<file path="config.mk">
export PLATFORM = sky130hd
export DESIGN_NAME = ccm_channel_mode
export DESIGN_NICKNAME = d
export VERILOG_FILES = /design/src/pkg/ccm_pkg.sv /design/src/rtl/ccm_channel_mode.sv /design/src/rtl/ccm_input_filter.sv /design/src/rtl/ccm_oc_ref.sv
export SDC_FILE = /design/constraint.sdc
export NUM_CORES = 1
export LEC_CHECK = 0
export BUFFER_PORTS_ARGS = -buffer_cell sky130_fd_sc_hd__buf_4
export CORE_UTILIZATION = 48
export DETAILED_ROUTE_END_ITERATION = 8
export GPL_TIMING_DRIVEN = 1
export PLACE_DENSITY_LB_ADDON = 0.15
export RECOVER_POWER = 100
export SETUP_SLACK_MARGIN = 0.02
export SLEW_MARGIN = 5
export SYNTH_ARGS = -nofsm -noshare
export SYNTH_HDL_FRONTEND = slang
export SYNTH_SLANG_ARGS = --single-unit
</file>
<file path="constraint.sdc">
create_clock -name sys_clk -period 2.5 [get_ports sys_clk]
set_input_delay 0.625 -clock sys_clk [delete_from_list [all_inputs] [get_ports sys_clk]]
set_output_delay 0.625 -clock sys_clk [all_outputs]
set_load 0.01 [all_outputs]
</file>
<file path="src/pkg/ccm_pkg.sv">
// Shared constants, encodings and lookup tables for the channel mode block
package ccm_pkg;

    // ------------------------------------------------------------------
    // Bus and datapath widths
    // ------------------------------------------------------------------
    localparam int APB_ADDR_W = 8;
    localparam int APB_DATA_W = 32;
    localparam int CNT_W = 16;
    localparam int NUM_CH = 2;
    localparam int MODE_REG_W = 16;

    // ------------------------------------------------------------------
    // Register byte addresses
    // ------------------------------------------------------------------
    localparam logic [APB_ADDR_W-1:0] ADDR_CTRL = 8'h04;
    localparam logic [APB_ADDR_W-1:0] ADDR_EVENT = 8'h14;
    localparam logic [APB_ADDR_W-1:0] ADDR_MODE1 = 8'h18;
    localparam logic [APB_ADDR_W-1:0] ADDR_ENABLE = 8'h20;
    localparam logic [NUM_CH-1:0][APB_ADDR_W-1:0] ADDR_CMP = {8'h38, 8'h34};
    localparam logic [APB_ADDR_W-1:0] ADDR_STATUS = 8'h40;
    localparam logic [MODE_REG_W-1:0] MODE1_RESET = 16'h0000;

    // ------------------------------------------------------------------
    // Mode register fields, per channel byte (channel 2 in the upper byte)
    // ------------------------------------------------------------------
    localparam int CH_FIELD_W = 8;
    localparam int SEL_LSB = 0;
    localparam int FE_BIT = 2;
    localparam int PE_BIT = 3;
    localparam int PSC_LSB = 2;
    localparam int MODE_LSB = 4;
    localparam int FLT_LSB = 4;
    localparam int CE_BIT = 7;
    localparam logic [CH_FIELD_W-1:0] SEL_FIELD_MASK = 8'h03;
    localparam logic [CH_FIELD_W-1:0] LOCKED_FIELD_MASK = 8'h78;

    // ------------------------------------------------------------------
    // Enable/polarity, control and event register fields
    // ------------------------------------------------------------------
    localparam int EN_STRIDE = 4;
    localparam int EN_BIT = 0;
    localparam int POL_BIT = 1;
    localparam int NEN_BIT = 2;
    localparam int NPOL_BIT = 3;
    localparam int CTRL_PCB_BIT = 0;
    localparam int CTRL_OPM_BIT = 1;
    localparam int CTRL_LOCK_LSB = 2;
    localparam int EVENT_COMMUTATION_GENERATE_BIT_BIT = 5;
    localparam logic [1:0] LOCK_LEVEL_3 = 2'h3;

    // ------------------------------------------------------------------
    // Encodings
    // ------------------------------------------------------------------
    typedef enum logic [1:0] {
        CCM_SEL_OUTPUT = 2'b00,
        CCM_SEL_OWN_PIN = 2'b01,
        CCM_SEL_NEIGHBOUR_PIN = 2'b10,
        CCM_SEL_INT_TRIGGER = 2'b11
    } ccm_sel_type;

    typedef enum logic [2:0] {
        CCM_OC_FROZEN = 3'b000,
        CCM_OC_SET_ON_MATCH = 3'b001,
        CCM_OC_CLEAR_ON_MATCH = 3'b010,
        CCM_OC_TOGGLE = 3'b011,
        CCM_OC_FORCE_LOW = 3'b100,
        CCM_OC_FORCE_HIGH = 3'b101,
        CCM_OC_PWM1 = 3'b110,
        CCM_OC_PWM2 = 3'b111
    } ccm_oc_mode_type;

    // ------------------------------------------------------------------
    // Filter tables indexed by filter code: sample divider mask and N
    // ------------------------------------------------------------------
    localparam logic [15:0][4:0] FLT_DIV_MASK = {
        5'h1F, 5'h1F, 5'h1F, 5'h0F, 5'h0F, 5'h0F, 5'h07, 5'h07,
        5'h03, 5'h03, 5'h01, 5'h01, 5'h00, 5'h00, 5'h00, 5'h00};
    localparam logic [15:0][3:0] FLT_N = {
        4'h8, 4'h6, 4'h5, 4'h8, 4'h6, 4'h5, 4'h8, 4'h6,
        4'h8, 4'h6, 4'h8, 4'h6, 4'h8, 4'h4, 4'h2, 4'h1};

    // Capture prescaler: last count value before a capture, by code
    localparam logic [3:0][2:0] PSC_LAST = {3'h7, 3'h3, 3'h1, 3'h0};

endpackage

</file>
<file path="src/rtl/ccm_channel_mode.sv">
// Capture/compare mode logic for channels 1 and 2 with an APB register slave
//
// What this block does
// - Channel 1 select: 00 output, 01 own pin, 10 neighbour pin, 11 trigger.
// - Channel 2 select in bits 9:8, filter 15:12; fields mirror channel 1.
// - Select field is written only while the channel enable bit is 0.
// - Clear enable set: high external trigger clears the reference.
// - Modes 000 frozen, 001 set, 010 clear, 011 toggle on match.
// - Mode 100 holds reference low, 101 holds it high.
// - Mode 110: high below compare counting up, low above counting down.
// - Mode 111 is the inverse of mode 110.
// - Reference is active high; each output applies its own polarity bit.
// - Lock level 3 with output select protects mode and preload bits.
// - PWM reference changes only on compare change or entry from frozen.
// - With preload control set, active mode loads on a commutation event.
// - Compare preload off writes at once; on copies at update events.
// - Fast enable 0: trigger does not disturb the normal compare output.
// - Fast enable 1 in PWM: trigger forces compare level, 3 cycles.
// - Filter output changes after N consecutive samples of the new level.
// - Filter 0000 unfiltered; 0001-0011 kernel clock with N of 2, 4, 8.
// - Filter 0100-1111 divide the sample clock by 2 to 32 with N.
// - Capture prescaler captures every 1, 2, 4 or 8 edges.
// - Capture prescaler count clears while the channel enable bit is 0.
// - Commutation bit self-clears and loads buffered enable and mode bits.
`timescale 1ns/10ps
module ccm_channel_mode (
    input wire logic sys_clk,
    input wire logic srst,
    input wire logic psel,
    input wire logic penable,
    input wire logic pwrite,
    input wire logic [ccm_pkg::APB_ADDR_W-1:0] paddr,
    input wire logic [ccm_pkg::APB_DATA_W-1:0] pwdata,
    output logic pready,
    output logic [ccm_pkg::APB_DATA_W-1:0] prdata,
    output logic pslverr,
    input wire logic timer_input_pin_one,
    input wire logic timer_input_pin_two,
    input wire logic internal_trigger_source,
    input wire logic filtered_external_trigger,
    input wire logic trigger_edge,
    input wire logic update_event,
    input wire logic count_down,
    input wire logic [ccm_pkg::CNT_W-1:0] counter_value,
    output logic ch1_main_output,
    output logic ch1_complementary_output,
    output logic ch2_main_output,
    output logic ch2_complementary_output,
    output logic ch1_capture_event,
    output logic ch2_capture_event
);
    import ccm_pkg::*;

    // ------------------------------------------------------------------
    // State
    // ------------------------------------------------------------------
    typedef struct packed {
        logic [NUM_CH-1:0][2:0] pin_sync;
        logic [NUM_CH-1:0] pin_stable;
        logic [MODE_REG_W-1:0] mode_reg;
        logic preload_control_bit;
        logic one_pulse_select;
        logic [1:0] lock_level;
        logic [CH_FIELD_W-1:0] enable_pre;
        logic [CH_FIELD_W-1:0] enable_act;
        logic [NUM_CH-1:0][2:0] act_mode;
        logic [NUM_CH-1:0][CNT_W-1:0] cmp_buf;
        logic [NUM_CH-1:0][CNT_W-1:0] cmp_act;
        logic commutation_generate_bit;
        logic trig;
        logic [NUM_CH-1:0] cap_prev;
        logic [NUM_CH-1:0][2:0] psc_cnt;
        logic [NUM_CH-1:0] cap_evt;
        logic [NUM_CH-1:0] out_main;
        logic [NUM_CH-1:0] out_comp;
        logic pready;
        logic [APB_DATA_W-1:0] prdata;
        logic pslverr;
    } ccm_top_state_type;

    ccm_top_state_type q;
    ccm_top_state_type d;

    logic [NUM_CH-1:0] pin_raw;
    logic [NUM_CH-1:0] filt;
    logic [NUM_CH-1:0] ref_lvl;
    logic [NUM_CH-1:0] cap_src;
    logic [NUM_CH-1:0] cap_edge;
    logic bus_access;
    logic wr_hit;
    logic commutation_event;
    logic mapped;
    logic [APB_DATA_W-1:0] rd_data;
    logic [CH_FIELD_W-1:0] old_byte;
    logic [CH_FIELD_W-1:0] keep_mask;
    logic [CH_FIELD_W-1:0] en_bits;
    logic [1:0] sel;

    assign pin_raw = {timer_input_pin_two, timer_input_pin_one};

    // ------------------------------------------------------------------
    // Per-channel filter and reference generator
    // ------------------------------------------------------------------
    for (genvar c = 0; c < NUM_CH; c++)
    begin : g_ch
        ccm_input_filter u_filter (
            .sys_clk(sys_clk),
            .srst(srst),
            .din(q.pin_stable[c]),
            .code(q.mode_reg[c*CH_FIELD_W+FLT_LSB +: 4]),
            .dout(filt[c])
        );

        ccm_oc_ref u_ref (
            .sys_clk(sys_clk),
            .srst(srst),
            .mode(ccm_oc_mode_type'(q.act_mode[c])),
            .clear_en(q.mode_reg[c*CH_FIELD_W+CE_BIT]),
            .ext_clear(filtered_external_trigger),
            .fast_en(q.mode_reg[c*CH_FIELD_W+FE_BIT]),
            .trig(q.trig),
            .count_down(count_down),
            .counter(counter_value),
            .compare(q.cmp_act[c]),
            .ref_out(ref_lvl[c])
        );
    end

    // ------------------------------------------------------------------
    // Next-state logic
    // ------------------------------------------------------------------
    always_comb
    begin
        d = q;
        cap_src = '0;
        cap_edge = '0;
        old_byte = '0;
        keep_mask = '0;
        en_bits = '0;
        sel = '0;
        mapped = 1'b1;
        rd_data = '0;

        // Pins pass three stages; a level counts once stages two and three agree
        for (int c = 0; c < NUM_CH; c++)
        begin
            d.pin_sync[c] = {q.pin_sync[c][1:0], pin_raw[c]};
            if (q.pin_sync[c][1] == q.pin_sync[c][2])
            begin
                d.pin_stable[c] = q.pin_sync[c][2];
            end
        end

        // One register stage on the trigger keeps the fast path at three cycles
        d.trig = trigger_edge;

        // APB: one wait state, so pready and read data come from flops
        bus_access = psel && penable;
        d.pready = bus_access && !q.pready;
        wr_hit = bus_access && q.pready && pwrite;

        // Commutation request lives one cycle, then hardware clears it
        commutation_event = q.commutation_generate_bit;
        d.commutation_generate_bit = 1'b0;
        if (wr_hit && (paddr == ADDR_EVENT))
        begin
            d.commutation_generate_bit = pwdata[EVENT_COMMUTATION_GENERATE_BIT_BIT];
        end

        // Control and enable registers
        if (wr_hit && (paddr == ADDR_CTRL))
        begin
            d.preload_control_bit = pwdata[CTRL_PCB_BIT];
            d.one_pulse_select = pwdata[CTRL_OPM_BIT];
            d.lock_level = pwdata[CTRL_LOCK_LSB +: 2];
        end
        if (wr_hit && (paddr == ADDR_ENABLE))
        begin
            d.enable_pre = pwdata[CH_FIELD_W-1:0];
        end

        // Mode register write with per-field protection
        for (int c = 0; c < NUM_CH; c++)
        begin
            old_byte = q.mode_reg[c*CH_FIELD_W +: CH_FIELD_W];
            keep_mask = '0;
            if (q.enable_pre[c*EN_STRIDE+EN_BIT])
            begin
                keep_mask = keep_mask | SEL_FIELD_MASK;
            end
            if ((q.lock_level == LOCK_LEVEL_3) && (old_byte[SEL_LSB +: 2] == CCM_SEL_OUTPUT))
            begin
                keep_mask = keep_mask | LOCKED_FIELD_MASK;
            end
            if (wr_hit && (paddr == ADDR_MODE1))
            begin
                d.mode_reg[c*CH_FIELD_W +: CH_FIELD_W] =
                    (old_byte & keep_mask) | (pwdata[c*CH_FIELD_W +: CH_FIELD_W] & ~keep_mask);
            end
        end

        // Active copies: follow at once, or wait for commutation under preload control
        if (!q.preload_control_bit || commutation_event)
        begin
            d.enable_act = q.enable_pre;
            for (int c = 0; c < NUM_CH; c++)
            begin
                d.act_mode[c] = q.mode_reg[c*CH_FIELD_W+MODE_LSB +: 3];
            end
        end

        // Compare values: buffer always written, active copy by preload setting
        for (int c = 0; c < NUM_CH; c++)
        begin
            if (update_event && q.mode_reg[c*CH_FIELD_W+PE_BIT])
            begin
                d.cmp_act[c] = q.cmp_buf[c];
            end
            if (wr_hit && (paddr == ADDR_CMP[c]))
            begin
                d.cmp_buf[c] = pwdata[CNT_W-1:0];
                if (!q.mode_reg[c*CH_FIELD_W+PE_BIT])
                begin
                    d.cmp_act[c] = pwdata[CNT_W-1:0];
                end
            end
        end

        // Input routing, edge detection and capture prescaler
        for (int c = 0; c < NUM_CH; c++)
        begin
            sel = q.mode_reg[c*CH_FIELD_W+SEL_LSB +: 2];
            en_bits = q.enable_act >> (c * EN_STRIDE);
            unique case (ccm_sel_type'(sel))
                CCM_SEL_OUTPUT: cap_src[c] = 1'b0;
                CCM_SEL_OWN_PIN: cap_src[c] = filt[c];
                CCM_SEL_NEIGHBOUR_PIN: cap_src[c] = filt[NUM_CH-1-c];
                CCM_SEL_INT_TRIGGER: cap_src[c] = internal_trigger_source;
            endcase
            d.cap_prev[c] = cap_src[c];
            // Polarity bit picks the capture edge: 0 rising, 1 falling
            cap_edge[c] = en_bits[POL_BIT] ? (q.cap_prev[c] && !cap_src[c]) : (!q.cap_prev[c] && cap_src[c]);
            d.cap_evt[c] = 1'b0;
            if (!en_bits[EN_BIT])
            begin
                d.psc_cnt[c] = '0;
            end
            else if ((sel != CCM_SEL_OUTPUT) && cap_edge[c])
            begin
                if (q.psc_cnt[c] == PSC_LAST[q.mode_reg[c*CH_FIELD_W+PSC_LSB +: 2]])
                begin
                    d.cap_evt[c] = 1'b1;
                    d.psc_cnt[c] = '0;
                end
                else
                begin
                    d.psc_cnt[c] = q.psc_cnt[c] + 3'h1;
                end
            end

            // Output stage: polarity applied to the active-high reference
            if ((sel == CCM_SEL_OUTPUT) && en_bits[EN_BIT])
            begin
                d.out_main[c] = ref_lvl[c] ^ en_bits[POL_BIT];
            end
            else
            begin
                d.out_main[c] = 1'b0;
            end
            if ((sel == CCM_SEL_OUTPUT) && en_bits[NEN_BIT])
            begin
                d.out_comp[c] = !ref_lvl[c] ^ en_bits[NPOL_BIT];
            end
            else
            begin
                d.out_comp[c] = 1'b0;
            end
        end

        // Read mux; the event register reads as zero since its bit self-clears
        case (paddr)
            ADDR_CTRL:
            begin
                rd_data[CTRL_PCB_BIT] = q.preload_control_bit;
                rd_data[CTRL_OPM_BIT] = q.one_pulse_select;
                rd_data[CTRL_LOCK_LSB +: 2] = q.lock_level;
            end
            ADDR_EVENT: rd_data = '0;
            ADDR_MODE1: rd_data[MODE_REG_W-1:0] = q.mode_reg;
            ADDR_ENABLE: rd_data[CH_FIELD_W-1:0] = q.enable_pre;
            ADDR_CMP[0]: rd_data[CNT_W-1:0] = q.cmp_buf[0];
            ADDR_CMP[1]: rd_data[CNT_W-1:0] = q.cmp_buf[1];
            ADDR_STATUS:
            begin
                rd_data[MODE_REG_W-1:0] = {q.psc_cnt[1], q.psc_cnt[0], q.act_mode[1], q.act_mode[0], filt, ref_lvl};
            end
            default: mapped = 1'b0;
        endcase
        if (d.pready)
        begin
            d.prdata = pwrite ? '0 : rd_data;
            d.pslverr = !mapped;
        end
        else
        begin
            d.prdata = '0;
            d.pslverr = 1'b0;
        end
    end

    // ------------------------------------------------------------------
    // State register
    // ------------------------------------------------------------------
    // Reset gives output select, frozen modes, no lock and all channels off
    always_ff @(posedge sys_clk)
    begin
        if (srst)
        begin
            q <= '0;
            q.mode_reg <= MODE1_RESET;
        end
        else
        begin
            q <= d;
        end
    end

    // ------------------------------------------------------------------
    // Outputs
    // ------------------------------------------------------------------
    assign pready = q.pready;
    assign prdata = q.prdata;
    assign pslverr = q.pslverr;
    assign ch1_main_output = q.out_main[0];
    assign ch2_main_output = q.out_main[1];
    assign ch1_complementary_output = q.out_comp[0];
    assign ch2_complementary_output = q.out_comp[1];
    assign ch1_capture_event = q.cap_evt[0];
    assign ch2_capture_event = q.cap_evt[1];

endmodule

</file>
<file path="src/rtl/ccm_input_filter.sv">
// Digital input filter: sample-rate divider plus N-sample event counter
`timescale 1ns/10ps
module ccm_input_filter (
    input wire logic sys_clk,
    input wire logic srst,
    input wire logic din,
    input wire logic [3:0] code,
    output logic dout
);
    import ccm_pkg::*;

    typedef struct packed {
        logic [4:0] div;
        logic [2:0] run;
        logic out;
    } ccm_flt_state_type;

    ccm_flt_state_type q;
    ccm_flt_state_type d;
    logic tick;

    // ------------------------------------------------------------------
    // Sampling and validation
    // ------------------------------------------------------------------
    // Code 0 has mask 0 and N of 1, so the same path samples every cycle
    always_comb
    begin
        d = q;
        d.div = q.div + 5'h01;
        tick = (q.div & FLT_DIV_MASK[code]) == FLT_DIV_MASK[code];
        if (tick)
        begin
            if (din == q.out)
            begin
                d.run = '0; // Any glitch back restarts the count
            end
            else if (({1'b0, q.run} + 4'h1) == FLT_N[code])
            begin
                d.out = din;
                d.run = '0;
            end
            else
            begin
                d.run = q.run + 3'h1;
            end
        end
    end

    // State register
    always_ff @(posedge sys_clk)
    begin
        if (srst)
        begin
            q <= '0;
        end
        else
        begin
            q <= d;
        end
    end

    assign dout = q.out;

endmodule

</file>
<file path="src/rtl/ccm_oc_ref.sv">
// Output compare reference generator for one channel
`timescale 1ns/10ps
module ccm_oc_ref (
    input wire logic sys_clk,
    input wire logic srst,
    input wire ccm_pkg::ccm_oc_mode_type mode,
    input wire logic clear_en,
    input wire logic ext_clear,
    input wire logic fast_en,
    input wire logic trig,
    input wire logic count_down,
    input wire logic [ccm_pkg::CNT_W-1:0] counter,
    input wire logic [ccm_pkg::CNT_W-1:0] compare,
    output logic ref_out
);
    import ccm_pkg::*;

    typedef struct packed {
        logic ref_lvl;
        logic match_prev;
        logic cmp_prev;
        ccm_oc_mode_type mode_prev;
    } ccm_oc_state_type;

    ccm_oc_state_type q;
    ccm_oc_state_type d;
    logic match;
    logic pwm_level;
    logic is_pwm;

    // ------------------------------------------------------------------
    // Reference level
    // ------------------------------------------------------------------
    always_comb
    begin
        d = q;
        match = counter == compare;
        pwm_level = count_down ? !(counter > compare) : (counter < compare);
        if (mode == CCM_OC_PWM2)
        begin
            pwm_level = !pwm_level;
        end
        is_pwm = (mode == CCM_OC_PWM1) || (mode == CCM_OC_PWM2);
        d.match_prev = match;
        d.cmp_prev = pwm_level;
        d.mode_prev = mode;
        // Match modes act on the first cycle of a match only, so a stalled counter toggles once
        unique case (mode)
            CCM_OC_FROZEN: d.ref_lvl = q.ref_lvl;
            CCM_OC_SET_ON_MATCH: if (match && !q.match_prev) d.ref_lvl = 1'b1;
            CCM_OC_CLEAR_ON_MATCH: if (match && !q.match_prev) d.ref_lvl = 1'b0;
            CCM_OC_TOGGLE: if (match && !q.match_prev) d.ref_lvl = !q.ref_lvl;
            CCM_OC_FORCE_LOW: d.ref_lvl = 1'b0;
            CCM_OC_FORCE_HIGH: d.ref_lvl = 1'b1;
            CCM_OC_PWM1, CCM_OC_PWM2:
            begin
                if ((pwm_level != q.cmp_prev) || (q.mode_prev == CCM_OC_FROZEN))
                begin
                    d.ref_lvl = pwm_level;
                end
            end
        endcase
        // Fast trigger acts as a match: the level a match gives in up-count
        if (fast_en && is_pwm && trig)
        begin
            d.ref_lvl = (mode == CCM_OC_PWM2);
        end
        if (clear_en && ext_clear)
        begin
            d.ref_lvl = 1'b0;
        end
    end

    // State register
    always_ff @(posedge sys_clk)
    begin
        if (srst)
        begin
            q <= '{ref_lvl: 1'b0, match_prev: 1'b0, cmp_prev: 1'b0, mode_prev: CCM_OC_FROZEN};
        end
        else
        begin
            q <= d;
        end
    end

    assign ref_out = q.ref_lvl;

endmodule

</file>
==> flow_summary.toml <==
[outcome]
status = "complete, no violations"

[setup_path]
critical_path.endpoint_type = "flop"
crit_type = "flop to flop"
cp-start-kind = "flop"
r2r_cells = 9
cp_data_required_time_ns = 2.83
critical_path_peak_fanout = 4
critPathArrivalTime_ns = 2.78

[cells_and_area]
finish.net_count = 1296
final_cells = 1453
areaGrowthSynthToFinish_pct = 17.45
filler_cell_count = 1748
drive_gt1_share_pct = 14.50
multi_input_combinational_cell_area_um2 = 4908
number_of_diodes = 0
fraction_of_the_core_area_covered_by_cells_at_the_end_of_the_flow_pct = 58.15
final_design_area_no_fill_um2 = 11020
ff_latch_area_um2 = 3925

[timing]
max_freq_ghz = 0.4079
timing.final.setup_violations = 0
worstMarginPinSlew_ns = 0.9469
finalSetupTns_ns = 0
layout_worst_path_cycle_share_pct = 98.06
finalClockSkew_ns = 0.008696
setup_repair_after_global_routing_missed_its_margin = "true"
final-hold-violation-count = 0
worst_slew_margin_rel_pct = 36.88
layout_setup_ws_ns = 0.04838
final.min_clock_period_ns = 2.452
final_max_slew_viol_count = 0
worst_hold_slack_ns = 0.3991

[placed_design]
count_of_placed_standard_cells_including_taps = 1419
place.port_buffers = 75
detailed_place.area_um2 = 10480
place_congestion = 0.8634
post-place-ws_ns = -0.3804
hpwl_um = 17570

[cts]
clk_transition_reported_paths_ns = 0.07
cts_tree = "done"
post_cts_hold_buffer_count = 0
clk_root_buffer_cell = "clkbuf_16"
insertion_delay_ns = 0.43
cts_inserted_buffers = 17
ctsLongestPathBuffers = 2
cts.sinks = 196
cts.htree.levels = 4

[floorplanning]
design.core.area_um2 = 18960
die_boundary_width_um = 141.8
dieArea_um2 = 20120
die_height_um = 141.8
initial_core_util_pct = 49.51
rows = 50
pin_count = 108

[logic_synthesis]
synth-edff-count = 0
yosys_register_bits = 196
avgSynthCellArea_um2 = 8.706
synthDominantAreaCellType = "dfxtp_1"
ys_seq_area_share_pct = 41.81
synth_cell_types = 65
share_of_flip_flops_with_an_asynchronous_set_or_reset_pct = 0
yosys_warnings = 0
synthMostInstantiatedCell = "dfxtp_1"
synthDominantCellAreaShare_pct = 41.81
synth_top_cells_by_area = "dfxtp_1 (42%), mux2i_1 (6.6%), ha_1 (6.4%)"
syn-instance-count = 1078
synth_area_um2 = 9385
synthTopCellsByCount = "dfxtp_1 (196), nand2_1 (139), nor2_1 (105)"
synth_flop_cell = "dfxtp_1"

[grt]
pin_count_of_the_biggest_net_entering_global_routing = 66
globalRoute.totalOverflow = 0
fraction_of_met3_tracks_used_by_global_routing_pct = 3.037
grt_most_used_layer = "met2"
use_met2_pct = 38.03
global_route.usage.met1_pct = 33.67
antenna_found_initial = 0
global_route_wire_length_before_repair_um = 37630
first_global_vias = 7079
grt_usage_pct = 23.88

[run]
drv_cap = 0

[routing]
vias_per_cell = 5.397
routedWlPerCell_um = 16.31
route.detailed.drc = 0
ant_nets = 0
route.final.wire_length_um = 23690
drt-initial-drc-count = 652
first_pass_iters = 5
dr_total_vias = 7842

[power]
leakagePower_nw = 4.226
vdd_drop_max_uv = 466.2
fin_total_pwr_mw = 6.376
power_density_over_the_cells_nw_per_um2 = 578.4

[hold_path]
hold_path.class = "input pin to flop"
min_delay_path_depth = 2
-- cells in the final DEF (no fill, tap or decap), types with 4 or more instances in the layout --
cell type  synthesis  final
a221oi_1           4      4
nand3b_1           6      6
nand2_1          139    139
o21a_1             4      4
mux2i_1           62     61
nor4_1             6      7
nor3_1            12     12
a31oi_1            5      5
or3_1              6      6
dfxtp_1          196    195
a211oi_1          40     40
nand3_1           16     16
xor2_1             8      8
a22o_1             6      6
and3_1             4      4
conb_1             1     16
nand4_1           11     11
nor2b_1           24     23
o21ai_0           25     24
xnor2_1           17     17
a22oi_1            7      7
a222oi_1          18     18
buf_4             32    104
ha_1              48     46
clkbuf_16          0     17
clkbuf_1          42     39
inv_6              1      5
a21oi_1          101    100
nor2_1           105    102
nand2b_1          10     10
inv_1             60     59
-- routing by layer --
layer  share of wire, %  up-vias  routed length (um)
met2                 46      204               10850
li1                   -     3936                   -
met4                1.2        0                 283
met5                  0        -                   0
met1                 48     3680               11380
met3                5.0       22                1183
-- repair_timing --
| item | in CTS | in global routing |
|---|---|---|
| pin swaps | 3 | 10 |
| gates resized for setup | 1 | 16 |
| endpoints found under the setup margin | 1 | 6 |
| buffers inserted | 0 | 2 |
-- area by class of cell --
cell class	instances	share of cell area, %
flip-flops and latches	196	35.61
clock buffers	19	4.109
inverters	62	2.202
clock inverters	13	1.555
well taps	260	2.951
multi-input cells	753	44.53
repair buffers	150	9.047
-- power by group --
part / internal, mW / switching [mW] / leakage (nW)
Combinational: 0.143 / 0.186 / 2.34
Clock: 1.65 / 1.25 / 0.307
Sequential: 3.14 / 0.0116 / 1.58
-- path summary, 6_finish.rpt --
kind                       start  slack (ns)               endpoint
max                        q[51]        0.05  g_ch[0].u_ref.ref_out
min          timer_input_pin_one        0.40                 d[159]
max reg2reg                q[51]        0.05  g_ch[0].u_ref.ref_out
min reg2reg               d[159]        0.44                 d[160]
-- worst max-delay path, stage by stage (launching register included) --
cell,delay (ns)
dfxtp_2,0.33
inv_2,0.04
ha_4,0.25
nor2b_4,0.12
o211ai_1,0.12
a2111o_1,0.47
a32oi_4,0.34
mux2i_1,0.29
a21oi_1,0.12
a2111oi_2,0.27
-- kinds of logic after synthesis --
logic type / share of synthesized area, %
simple gates: 18.01
mux: 6.972
fa+ha+maj: 6.399
xor+xnor: 2.333
flops: 41.81
other cells: 0.03996
buf+inv: 7.346
compound gates: 17.09
No activity file was read; power rests on OpenSTA's default activity.
